==> src/include/pcr_defs.vh <==
// Purpose: Constants for the power calibration and reset cause registers
// Assumes: APB byte addresses, 32-bit aligned words
// Notes: Definitions only
`ifndef PCR_DEFS_VH
`define PCR_DEFS_VH

// Register byte offsets
`define PCR_OFS_RC_OSC_TRIM 12'h0c0
`define PCR_OFS_BANDGAP_TRIM 12'h0c4
`define PCR_OFS_REGULATOR_TRIM 12'h0c8
`define PCR_OFS_BROWNOUT_SETUP 12'h0d0
`define PCR_OFS_LAST_RESET_SOURCE 12'h140
`define PCR_OFS_ASYNC_WAKE_ENABLE 12'h144
`define PCR_OFS_RETENTION_SCRATCH0 12'h200
`define PCR_OFS_RETENTION_SCRATCH1 12'h204

// Key field and values
`define PCR_KEY_MSB 31
`define PCR_KEY_LSB 24
`define PCR_KEY_FIRST 8'h55
`define PCR_KEY_SECOND 8'haa

// Shared fuse-done position
`define PCR_FUSE_DONE_BIT 16

// Trim field widths
`define PCR_RC_TRIM_W 10
`define PCR_BG_TRIM_W 3
`define PCR_VREG_TRIM_W 3

// Brown-out field positions
`define PCR_BOD_CTRL_MSB 9
`define PCR_BOD_CTRL_LSB 8
`define PCR_BOD_BROWNOUT_HYSTERESIS_BIT 6
`define PCR_BOD_LEVEL_MSB 5
`define PCR_BOD_LEVEL_LSB 0
`define PCR_BOD_FIELD_W 9

// Brown-out control codes
`define PCR_BOD_OFF0 2'h0
`define PCR_BOD_WITH_RESET 2'h1
`define PCR_BOD_NO_RESET 2'h2
`define PCR_BOD_OFF3 2'h3

// Reset cause bit positions
`define PCR_CAUSE_POR 0
`define PCR_CAUSE_BOD 1
`define PCR_CAUSE_PIN 2
`define PCR_CAUSE_WDT 3
`define PCR_CAUSE_JTAG 4
`define PCR_CAUSE_DEBUG 8
`define PCR_CAUSE_W 6

// Wake enable bit
`define PCR_USB_WAKE_BIT 0

// Fuse target selects
`define PCR_FUSE_SEL_RC 2'h0
`define PCR_FUSE_SEL_BG 2'h1
`define PCR_FUSE_SEL_VREG 2'h2
`define PCR_FUSE_SEL_BOD 2'h3

// Reset values
`define PCR_RST_ZERO32 32'h0000_0000
`define PCR_RST_FIELD10 10'h000
`define PCR_RST_TRIM3 3'h0
`define PCR_RST_BOD9 9'h000
`define PCR_RST_CAUSE 6'h00

`endif

==> src/hw/pcr_power_trim_value_regs.v <==
// Purpose: Key-protected trim and brown-out regs; unkeyed reset cause and retention regs
// Assumes: APB slave on sys_clk; rstn low at least when por_n is low
// Notes: Zero wait states; read data is captured in the setup cycle
`timescale 1ns/10ps
`include "pcr_defs.vh"

// What this block does
// [RULE_01] Protected writes take effect only after key 0x55 then key 0xAA.
// [RULE_02] Fuse load of a trim field sets that register's fuse-done flag.
// [RULE_03] Fuse-done low allows fuse reloads; high blocks further fuse loads.
// [RULE_04] RC oscillator trim register drives the oscillator trim output.
// [RULE_05] Bandgap trim register low bits drive the bandgap trim output.
// [RULE_06] Regulator trim low bits drive regulator trim; software may change it.
// [RULE_07] Brown-out fuse-done set by fuse load; then fuses cannot reload it.
// [RULE_08] Brown-out control: 0,3 off; 1 on with reset; 2 on without reset.
// [RULE_09] Mode 2 detection only requests an interrupt when its mask is set.
// [RULE_10] Hysteresis bit selects hysteresis; level field sets threshold code.
// [RULE_11] Software changes the level only while the detector is off; the block does not check this and commits level writes in any mode.
// [RULE_12] Cause bit 8 marks a reset from the debug reset strobe.
// [RULE_13] Cause bit 4 marks a reset from the JTAG CPU reset request.
// [RULE_14] Cause bit 3 marks a watchdog timeout reset.
// [RULE_15] Cause bit 2 marks a reset from the external reset pin.
// [RULE_16] Cause bit 1 marks a brown-out reset.
// [RULE_17] Cause bit 0 marks a power-on reset.
// [RULE_18] Cause register is read-only and shows the latest reset source.
// [RULE_19] Wake enable bit 0 gates USB wake-up; register resets to zero.
// [RULE_20] Two 32-bit retention registers cleared only by power-on reset.
// [RULE_21] A write breaking the key sequence is dropped and restarts detection.
module pcr_power_trim_value_regs (
    input wire sys_clk,
    input wire rstn,
    input wire por_n,
    input wire psel,
    input wire penable,
    input wire pwrite,
    input wire [11:0] paddr,
    input wire [31:0] pwdata,
    output wire [31:0] prdata,
    output wire pready,
    output wire pslverr,
    input wire fuse_load,
    input wire [1:0] fuse_sel,
    input wire [9:0] fuse_data,
    input wire [5:0] reset_source_in,
    input wire brownout_detect,
    input wire interrupt_mask_view,
    output wire [9:0] rc_osc_trim_out,
    output wire [2:0] bandgap_trim_out,
    output wire [2:0] regulator_trim_out,
    output wire brownout_detector_enable,
    output wire brownout_reset_enable,
    output wire brownout_hysteresis,
    output wire [5:0] brownout_level,
    output wire brownout_reset_req,
    output wire brownout_irq_req,
    output wire usb_wakeup_enable
);

    reg rst_meta_ff;
    reg rst_sync_ff;
    reg por_meta_ff;
    reg por_sync_ff;
    reg key_armed_ff;
    reg nxt_key_armed;
    reg cause_taken_ff;
    reg [5:0] cause_ff;
    reg [9:0] rc_trim_ff;
    reg rc_done_ff;
    reg [2:0] bg_trim_ff;
    reg bg_done_ff;
    reg [2:0] vreg_trim_ff;
    reg vreg_done_ff;
    reg [8:0] bod_field_ff;
    reg bod_done_ff;
    reg wake_ff;
    reg [31:0] scratch0_ff;
    reg [31:0] scratch1_ff;
    reg [31:0] prdata_ff;
    reg [31:0] nxt_rdata;
    reg mapped;
    reg protected_sel;
    wire [7:0] key;
    wire access_wr;
    wire commit;
    wire [1:0] bod_ctrl;
    wire [31:0] cause_word;

    // Reset release through two flip-flops
    always @(posedge sys_clk or negedge rstn) begin
        if (!rstn) begin
            rst_meta_ff <= 1'b0;
            rst_sync_ff <= 1'b0;
        end else begin
            rst_meta_ff <= 1'b1;
            rst_sync_ff <= rst_meta_ff;
        end
    end

    always @(posedge sys_clk or negedge por_n) begin
        if (!por_n) begin
            por_meta_ff <= 1'b0;
            por_sync_ff <= 1'b0;
        end else begin
            por_meta_ff <= 1'b1;
            por_sync_ff <= por_meta_ff;
        end
    end

    // Address decode
    always @* begin
        mapped = 1'b1;
        protected_sel = 1'b0;
        case (paddr)
            `PCR_OFS_RC_OSC_TRIM: protected_sel = 1'b1;
            `PCR_OFS_BANDGAP_TRIM: protected_sel = 1'b1;
            `PCR_OFS_REGULATOR_TRIM: protected_sel = 1'b1;
            `PCR_OFS_BROWNOUT_SETUP: protected_sel = 1'b1;
            `PCR_OFS_LAST_RESET_SOURCE: mapped = 1'b1;
            `PCR_OFS_ASYNC_WAKE_ENABLE: mapped = 1'b1;
            `PCR_OFS_RETENTION_SCRATCH0: mapped = 1'b1;
            `PCR_OFS_RETENTION_SCRATCH1: mapped = 1'b1;
            default: mapped = 1'b0;
        endcase
    end

    assign pready = 1'b1;
    assign pslverr = psel & penable & ~mapped;
    assign access_wr = psel & penable & pwrite & mapped;
    assign key = pwdata[`PCR_KEY_MSB:`PCR_KEY_LSB];

    // Second key with sequence armed commits the write
    assign commit = access_wr & protected_sel & key_armed_ff &
                    (key == `PCR_KEY_SECOND); // RULE_01

    always @* begin
        nxt_key_armed = key_armed_ff;
        if (access_wr && protected_sel) begin
            if (!key_armed_ff && key == `PCR_KEY_FIRST) begin
                nxt_key_armed = 1'b1; // RULE_01
            end else begin
                nxt_key_armed = 1'b0; // RULE_21
            end
        end
    end

    always @(posedge sys_clk or negedge rst_sync_ff) begin
        if (!rst_sync_ff) begin
            key_armed_ff <= 1'b0;
        end else begin
            key_armed_ff <= nxt_key_armed;
        end
    end

    // Trim and brown-out registers, kept across all but power-on reset
    always @(posedge sys_clk or negedge por_sync_ff) begin
        if (!por_sync_ff) begin
            rc_trim_ff <= `PCR_RST_FIELD10;
            rc_done_ff <= 1'b0;
            bg_trim_ff <= `PCR_RST_TRIM3;
            bg_done_ff <= 1'b0;
            vreg_trim_ff <= `PCR_RST_TRIM3;
            vreg_done_ff <= 1'b0;
            bod_field_ff <= `PCR_RST_BOD9;
            bod_done_ff <= 1'b0;
        end else begin
            if (commit) begin
                case (paddr)
                    `PCR_OFS_RC_OSC_TRIM: begin
                        rc_trim_ff <= pwdata[9:0]; // RULE_04
                        rc_done_ff <= pwdata[`PCR_FUSE_DONE_BIT];
                    end
                    `PCR_OFS_BANDGAP_TRIM: begin
                        bg_trim_ff <= pwdata[2:0]; // RULE_05
                        bg_done_ff <= pwdata[`PCR_FUSE_DONE_BIT];
                    end
                    `PCR_OFS_REGULATOR_TRIM: begin
                        vreg_trim_ff <= pwdata[2:0]; // RULE_06
                        vreg_done_ff <= pwdata[`PCR_FUSE_DONE_BIT];
                    end
                    `PCR_OFS_BROWNOUT_SETUP: begin
                        bod_field_ff <= {pwdata[9:8], pwdata[6:0]};
                        bod_done_ff <= pwdata[`PCR_FUSE_DONE_BIT];
                    end
                    default: begin
                        bod_done_ff <= bod_done_ff;
                    end
                endcase
            end
            // Fuse load after software so the done flag set wins
            if (fuse_load) begin
                case (fuse_sel)
                    `PCR_FUSE_SEL_RC: begin
                        if (!rc_done_ff) begin // RULE_03
                            rc_trim_ff <= fuse_data;
                            rc_done_ff <= 1'b1; // RULE_02
                        end
                    end
                    `PCR_FUSE_SEL_BG: begin
                        if (!bg_done_ff) begin // RULE_03
                            bg_trim_ff <= fuse_data[2:0];
                            bg_done_ff <= 1'b1; // RULE_02
                        end
                    end
                    `PCR_FUSE_SEL_VREG: begin
                        if (!vreg_done_ff) begin // RULE_03
                            vreg_trim_ff <= fuse_data[2:0];
                            vreg_done_ff <= 1'b1; // RULE_02
                        end
                    end
                    default: begin
                        if (!bod_done_ff) begin // RULE_07
                            bod_field_ff <= {fuse_data[9:8], fuse_data[6:0]};
                            bod_done_ff <= 1'b1; // RULE_07
                        end
                    end
                endcase
            end
        end
    end

    // Retention registers cleared only by power-on reset
    always @(posedge sys_clk or negedge por_sync_ff) begin
        if (!por_sync_ff) begin
            scratch0_ff <= `PCR_RST_ZERO32; // RULE_20
            scratch1_ff <= `PCR_RST_ZERO32; // RULE_20
        end else if (access_wr) begin
            if (paddr == `PCR_OFS_RETENTION_SCRATCH0) begin
                scratch0_ff <= pwdata;
            end
            if (paddr == `PCR_OFS_RETENTION_SCRATCH1) begin
                scratch1_ff <= pwdata;
            end
        end
    end

    // Wake enable and reset cause capture after release
    always @(posedge sys_clk or negedge rst_sync_ff) begin
        if (!rst_sync_ff) begin
            wake_ff <= 1'b0; // RULE_19
            cause_taken_ff <= 1'b0;
            cause_ff <= `PCR_RST_CAUSE;
        end else begin
            if (access_wr && paddr == `PCR_OFS_ASYNC_WAKE_ENABLE) begin
                wake_ff <= pwdata[`PCR_USB_WAKE_BIT]; // RULE_19
            end
            if (!cause_taken_ff) begin
                cause_taken_ff <= 1'b1;
                cause_ff <= reset_source_in; // RULE_18
            end
        end
    end

    // Cause bits placed at their register positions
    assign cause_word = {23'h00_0000,
                         cause_ff[5], // RULE_12
                         3'h0,
                         cause_ff[4], // RULE_13
                         cause_ff[3], // RULE_14
                         cause_ff[2], // RULE_15
                         cause_ff[1], // RULE_16
                         cause_ff[0]}; // RULE_17

    // Read mux; keys read as zero
    always @* begin
        nxt_rdata = 32'h0000_0000;
        case (paddr)
            `PCR_OFS_RC_OSC_TRIM: begin
                nxt_rdata[9:0] = rc_trim_ff;
                nxt_rdata[`PCR_FUSE_DONE_BIT] = rc_done_ff;
            end
            `PCR_OFS_BANDGAP_TRIM: begin
                nxt_rdata[2:0] = bg_trim_ff;
                nxt_rdata[`PCR_FUSE_DONE_BIT] = bg_done_ff;
            end
            `PCR_OFS_REGULATOR_TRIM: begin
                nxt_rdata[2:0] = vreg_trim_ff;
                nxt_rdata[`PCR_FUSE_DONE_BIT] = vreg_done_ff;
            end
            `PCR_OFS_BROWNOUT_SETUP: begin
                nxt_rdata[9:8] = bod_field_ff[8:7];
                nxt_rdata[6:0] = bod_field_ff[6:0];
                nxt_rdata[`PCR_FUSE_DONE_BIT] = bod_done_ff;
            end
            `PCR_OFS_LAST_RESET_SOURCE: nxt_rdata = cause_word; // RULE_18
            `PCR_OFS_ASYNC_WAKE_ENABLE: nxt_rdata[0] = wake_ff;
            `PCR_OFS_RETENTION_SCRATCH0: nxt_rdata = scratch0_ff;
            `PCR_OFS_RETENTION_SCRATCH1: nxt_rdata = scratch1_ff;
            default: nxt_rdata = 32'h0000_0000;
        endcase
    end

    always @(posedge sys_clk or negedge rst_sync_ff) begin
        if (!rst_sync_ff) begin
            prdata_ff <= `PCR_RST_ZERO32;
        end else if (psel && !penable && !pwrite) begin
            prdata_ff <= nxt_rdata;
        end
    end

    assign prdata = prdata_ff;

    // Analog control outputs
    assign rc_osc_trim_out = rc_trim_ff; // RULE_04
    assign bandgap_trim_out = bg_trim_ff; // RULE_05
    assign regulator_trim_out = vreg_trim_ff; // RULE_06
    assign bod_ctrl = bod_field_ff[8:7];
    assign brownout_detector_enable = (bod_ctrl == `PCR_BOD_WITH_RESET) |
                                      (bod_ctrl == `PCR_BOD_NO_RESET); // RULE_08
    assign brownout_reset_enable = (bod_ctrl == `PCR_BOD_WITH_RESET); // RULE_08
    assign brownout_hysteresis = bod_field_ff[6]; // RULE_10
    assign brownout_level = bod_field_ff[5:0]; // RULE_10
    assign brownout_reset_req = brownout_reset_enable & brownout_detect;
    assign brownout_irq_req = (bod_ctrl == `PCR_BOD_NO_RESET) &
                              brownout_detect & interrupt_mask_view; // RULE_09
    assign usb_wakeup_enable = wake_ff; // RULE_19

endmodule // pcr_power_trim_value_regs

==> config.mk <==
export PLATFORM = sky130hd
export DESIGN_NAME = pcr_power_trim_value_regs
export DESIGN_NICKNAME = d
export VERILOG_FILES = /design/src/hw/pcr_power_trim_value_regs.v
export VERILOG_INCLUDE_DIRS = /design/src /design/src/include
export SDC_FILE = /design/constraint.sdc
export NUM_CORES = 1
export LEC_CHECK = 0
export ABC_AREA = 1
export BUFFER_PORTS_ARGS = -buffer_cell sky130_fd_sc_hd__buf_2
export CAP_MARGIN = 20
export CORE_ASPECT_RATIO = 1.5
export CORE_MARGIN = 10
export CORE_UTILIZATION = 50
export CTS_BUF_LIST = sky130_fd_sc_hd__clkbuf_8 sky130_fd_sc_hd__clkbuf_16
export DETAILED_ROUTE_END_ITERATION = 12
export PLACE_DENSITY = 0.86
export RECOVER_POWER = 25
export SETUP_SLACK_MARGIN = 0.3
export SLEW_MARGIN = 15
export SYNTH_ARGS = -nofsm -noshare
export SYNTH_HDL_FRONTEND = slang
export SYNTH_SLANG_ARGS = --single-unit
==> constraint.sdc <==
create_clock -name sys_clk -period 2.6 [get_ports sys_clk]
set_input_delay 0.26 -clock sys_clk [delete_from_list [all_inputs] [get_ports sys_clk]]
set_output_delay 0.26 -clock sys_clk [all_outputs]
set_load 0.05 [all_outputs]
After elaboration in Yosys (flattened, before gate mapping)
Cells that the tools add are included.
- bits in registers: 138
- input port bits: 71
- logic and storage cells: 110
- equal/unequal tests: 14
- multiplexer cells: 51
- bitwise gates (word level): 12
- reduce and logical (&&, ||, !) cells: 14
- operators with widths (kind ; count):
    $mux 10 ; 5
    $eq 12x8->1 const B ; 4
    $mux 9 ; 5
    $mux 3 ; 10
    $pmux 15 s2 ; 1
    $eq 12x10->1 const B ; 2
    $eq 12x9->1 const B ; 2
    $mux 1 ; 23
    $pmux 4 s5 ; 1
    $pmux 2 s7 ; 1
    $pmux 6 s2 ; 1
    $and 1x1->1 ; 10
    $pmux 2 s5 ; 1
    $eq 8x7->1 const B ; 1
    $eq 8x8->1 const B ; 1
    $pmux 1 s8 ; 1
    $reduce_or 8->1 ; 1
    $pmux 1 s6 ; 1
    $logic_and 1x1->1 ; 5
    $eq 2x1->1 const B ; 2
    $eq 2x2->1 const B ; 2
    $reduce_and 2->1 ; 2
    $reduce_or 4->1 ; 1
    $logic_not 1->1 ; 3
    other kinds (5) ; 5

Logic depth before layout (Yosys ltp)
- depth after elaboration: 11
- gate-level depth with buffers: 14
- depth with buffers taken out: 13

Least setup slack after synthesis
OpenSTA, ideal clock, no wires.
- kind: input to output
- start: in paddr[0]
- end: out pslverr
- arrival time: 1595 ps
- required time: 2340 ps
- path slack: 745 ps
- cell stages on the path: 10
- path buffers: 0
- cell sequence: inv_1 nand2_1 nor2_4 inv_2 nor2_1 nand2_1 inv_2 nor2_1 nand4_1 nor2_1
- longest elaborated chain between the ends: 5
- elaborated cells between the ends (all ways): 12
- ends and longest elaborated chain (what ; line ; text):
    start, declared ; pcr_power_trim_value_regs.v:36 ; input wire [11:0] paddr,
    $eq 12x10->1 (tied with other cells) ; pcr_power_trim_value_regs.v:113 ; case (paddr)
    $reduce_or 8->1 (no source line) * ; - ;
    $mux 1 * ; pcr_power_trim_value_regs.v:113 ;
    $not 1->1 * ; pcr_power_trim_value_regs.v:127 ; assign pslverr = psel & penable & ~mapped;
    $and 1x1->1 * ; pcr_power_trim_value_regs.v:127 ;
    end, declared ; pcr_power_trim_value_regs.v:40 ; output wire pslverr,
Every way passes the cells marked *; elsewhere a longest branch is shown, timed or not.

Worst setup path in the final report
- start: in paddr[3]
- end: out pslverr
The elaborated chain is that of the path after synthesis.

==> impl_metrics.tcl <==
set metrics [dict create \
    outcome "complete, but fails checks" \
    violations "max-capacitance violations, max-slew violations" \
    yosys-top-cells-area "dfrtp_1 50%, nand2_1 11%, nor2_1 8.2%, inv_1 6.0%, mux2i_1 3.6%" \
    slowest_delay_ns 0.27 \
    dp_worst_setup_slack_ns 0.495 \
    drtIter0Drc 451 \
    cp.depth 10 \
    first_pass_iters 5 \
    synth_edf_count 0 \
    multiInputGateArea_um2 2760 \
    crit_start "paddr[3]" \
    grt_use_total_pct 21.9 \
    final_util_pct 61.7 \
    skew_ns 0.00724 \
    dominantRegCellSynth "dfrtp_1" \
    register_area_um2 3450 \
    nNetsFinal 1055 \
    grt_max_degree 49 \
    powerDensity_nw_per_um2 820 \
    setup.worst_path.start_class "input pin" \
    hp-class "input pin to flop" \
    avgRoutedWirePerCell_um 17.2 \
    vias 6106 \
    ys_ff_latch 138 \
    antenna_found_initial 0 \
    syn_inst 848 \
    end_kind "output port" \
    die_x_um 116 \
    drive_gt1_share_pct 20.0 \
    grt_pass1_wl_mm 32.6 \
    power.internal_mw 4.46 \
    cpMostUsedCell "nor2_1" \
    slew_headroom_pct -31.4 \
    port-buffer-count 131 \
    cts_buffer_depth 2 \
    max_cap_violations 1 \
    start_util_pct 50.9 \
    p_clk_share_pct 37.7 \
    power_leakage_nw 4.67 \
    cp_num_buf_inv 3 \
    p_switching_mw 2.35 \
    yosysTopAreaCellShare_pct 50.4 \
    netlist.top_cell.by_area "dfrtp_1" \
    die_area_um2 18900 \
    finalHoldViolCount 0 \
    cp.arrival_ns 1.74 \
    area_growth_pct 21.2 \
    hpwl_mm 14.7 \
    path_cells "buf_2, nor2_1, nand2_1, nor2_1, nand2_1, inv_1, nor2_1, nand4_1, nor2_1, buf_2" \
    hp-start "pwdata[22]" \
    netlist_area_um2 6860 \
    vias_per_cell 5.28 \
    r2r_cells 0 \
    core_area_um2 13500 \
    nFillCells 1159 \
    clk_latency_ns 0.42 \
    diodes 0 \
    cp-endpoint "pslverr" \
    drc 0 \
    grt_overflow 0 \
    crit_family "simple AND/OR/NAND/NOR gates" \
    yosysSeqAreaShare_pct 50.4 \
    tightestPinTransition_ns 1.97 \
    clkTransAtPathRegs_ns 0.06 \
    num_rows 52 \
    cts_tree "built" \
    tns_ns 0 \
    pin_count 133 \
    post_cts_resize_count 0 \
    yosysMostFrequentCell "nand2_1" \
    fin_crit_sh_pct 77.1 \
    routed_wl_mm 20.0 \
    p_seq_share_pct 37.5 \
    rr_startpoint "por_sync_ff" \
    critical_path.max_fanout 5 \
    whs_ns 0.0496 \
    cts-root-buf "clkbuf_16" \
    syn_area_per_cell_um2 8.09 \
    rsz0062_at_grt "false" \
    crit_path_top_delay_cell "buf_2" \
    finalPower_mw 6.82 \
    grt_pass1_vias 6442 \
    htree_levels 4 \
    rr_endpoint "scratch1_ff[31]" \
    finalSetupViolations 0 \
    maxSlewViolCount 46 \
    synth_commonest_cells "205 x nand2_1, 149 x nor2_1, 138 x dfrtp_1" \
    clock-sinks 138 \
    ys_warn_count 0 \
    yosysUniqueCellTypes 37 \
    finalWorstSetupSlack_ns 0.595 \
    critPathRequiredTime_ns 2.34 \
    place_congestion 0.889 \
    synthArstFlopShare_pct 100 \
    reg2reg_slack_ns 0.62 \
    swShare_pct 34.5 \
    fin_crit_ns 2.00 \
    comb_power_share_pct 24.8 \
    critPathKind "input pin to output port" \
    fp.dieH_um 163 \
    clock.fmax_mhz 499 \
    antenna_left 0 \
    cts_buffers 17 \
    vdd_drop_max_mv 0.752 \
]
-- timing repair --
action / in CTS / in global routing
buffers inserted: 0 / 0
setup endpoints to repair: 0 / 0
endpoints found under the hold margin: 4 / 0
hold buffers: 2 / 0
-- flip-flops by register name, summed over array words and instances, names as in the netlist, 3 cells and up --
name / flops
prdata: 32
bod_field_ff: 9
scratch1_ff: 32
rc_osc_trim_out: 10
bandgap_trim_out: 3
cause_ff: 6
scratch0_ff: 32
regulator_trim_out: 3
-- cells by family after synthesis --
group | after synthesis | share of synthesized area, %
buf+inv | 155 | 9.58
simple gates | 404 | 24.3
flops | 138 | 50.4
fa+ha+maj | 2 | 0.365
mux | 28 | 4.14
other cells | 1 | 0.0547
compound gates | 120 | 11.2
-- worst min-delay path: cells and delay by family --
kind | cells | cell delay (ns)
buffers and inverters | 1 | 0.09
AND/OR/NAND/NOR | 2 | 0.09
-- per-stage QoR --
stage / cell area [um2] / instances
2_1_floorplan: 6870 / 851
3_3_place_gp: 7670 / 1123
3_5_place_dp: 7670 / 1123
4_1_cts: 8320 / 1157
5_1_grt: 8310 / 1157
6_report: 8310 / 1157
-- layout make-up --
type / count / share of cell area, %
inverter: 117 / 5.28
tap: 162 / 2.44
timing repair buffer: 150 / 9.94
clock buffer: 19 / 5.45
sequential: 138 / 41.6
multi-input combinational: 558 / 33.2
clock inverter: 13 / 2.12
-- placed cells by master (no fill, tap or decap), types with 17 or more instances in the layout --
| master | count |
|---|---|
| nor2_1 | 149 |
| nand2_1 | 204 |
| mux2i_1 | 25 |
| o21bai_1 | 24 |
| a221oi_1 | 22 |
| o21ai_0 | 29 |
| dfrtp_1 | 137 |
| inv_1 | 112 |
| buf_2 | 129 |
| a21oi_1 | 33 |
| nand3_1 | 18 |
| clkbuf_16 | 17 |
-- routing by layer --
layer	vias up	share of wire [%]	global-route usage, %
met1	2876	37	24.0
li1	2942	-	-
met2	232	52	38.1
met4	0	4.1	11.1
met5	-	0	0
met3	56	7.3	5.73
-- worst min path at each step --
stage                     slack, ns  cells past startpoint              end
after detailed placement       0.05                      1      rst_meta_ff
after global placement         0.04                      1      por_meta_ff
after global routing           0.05                      3  scratch1_ff[22]
after floorplan               -0.04                      0      por_meta_ff
after CTS                      0.04                      3  scratch1_ff[22]
final                          0.05                      3  scratch1_ff[22]
-- power groups by stage --
stage / clock network (mW) / logic, mW / registers (mW)
global placement: 0 / 1.68 / 2.59
finish: 2.57 / 1.69 / 2.56
global route: 2.69 / 1.81 / 2.59
detailed placement: 0 / 1.70 / 2.60
floorplan: 0 / 0.699 / 3.15
CTS: 2.59 / 1.71 / 2.56
No activity file was read; power rests on OpenSTA's default activity.
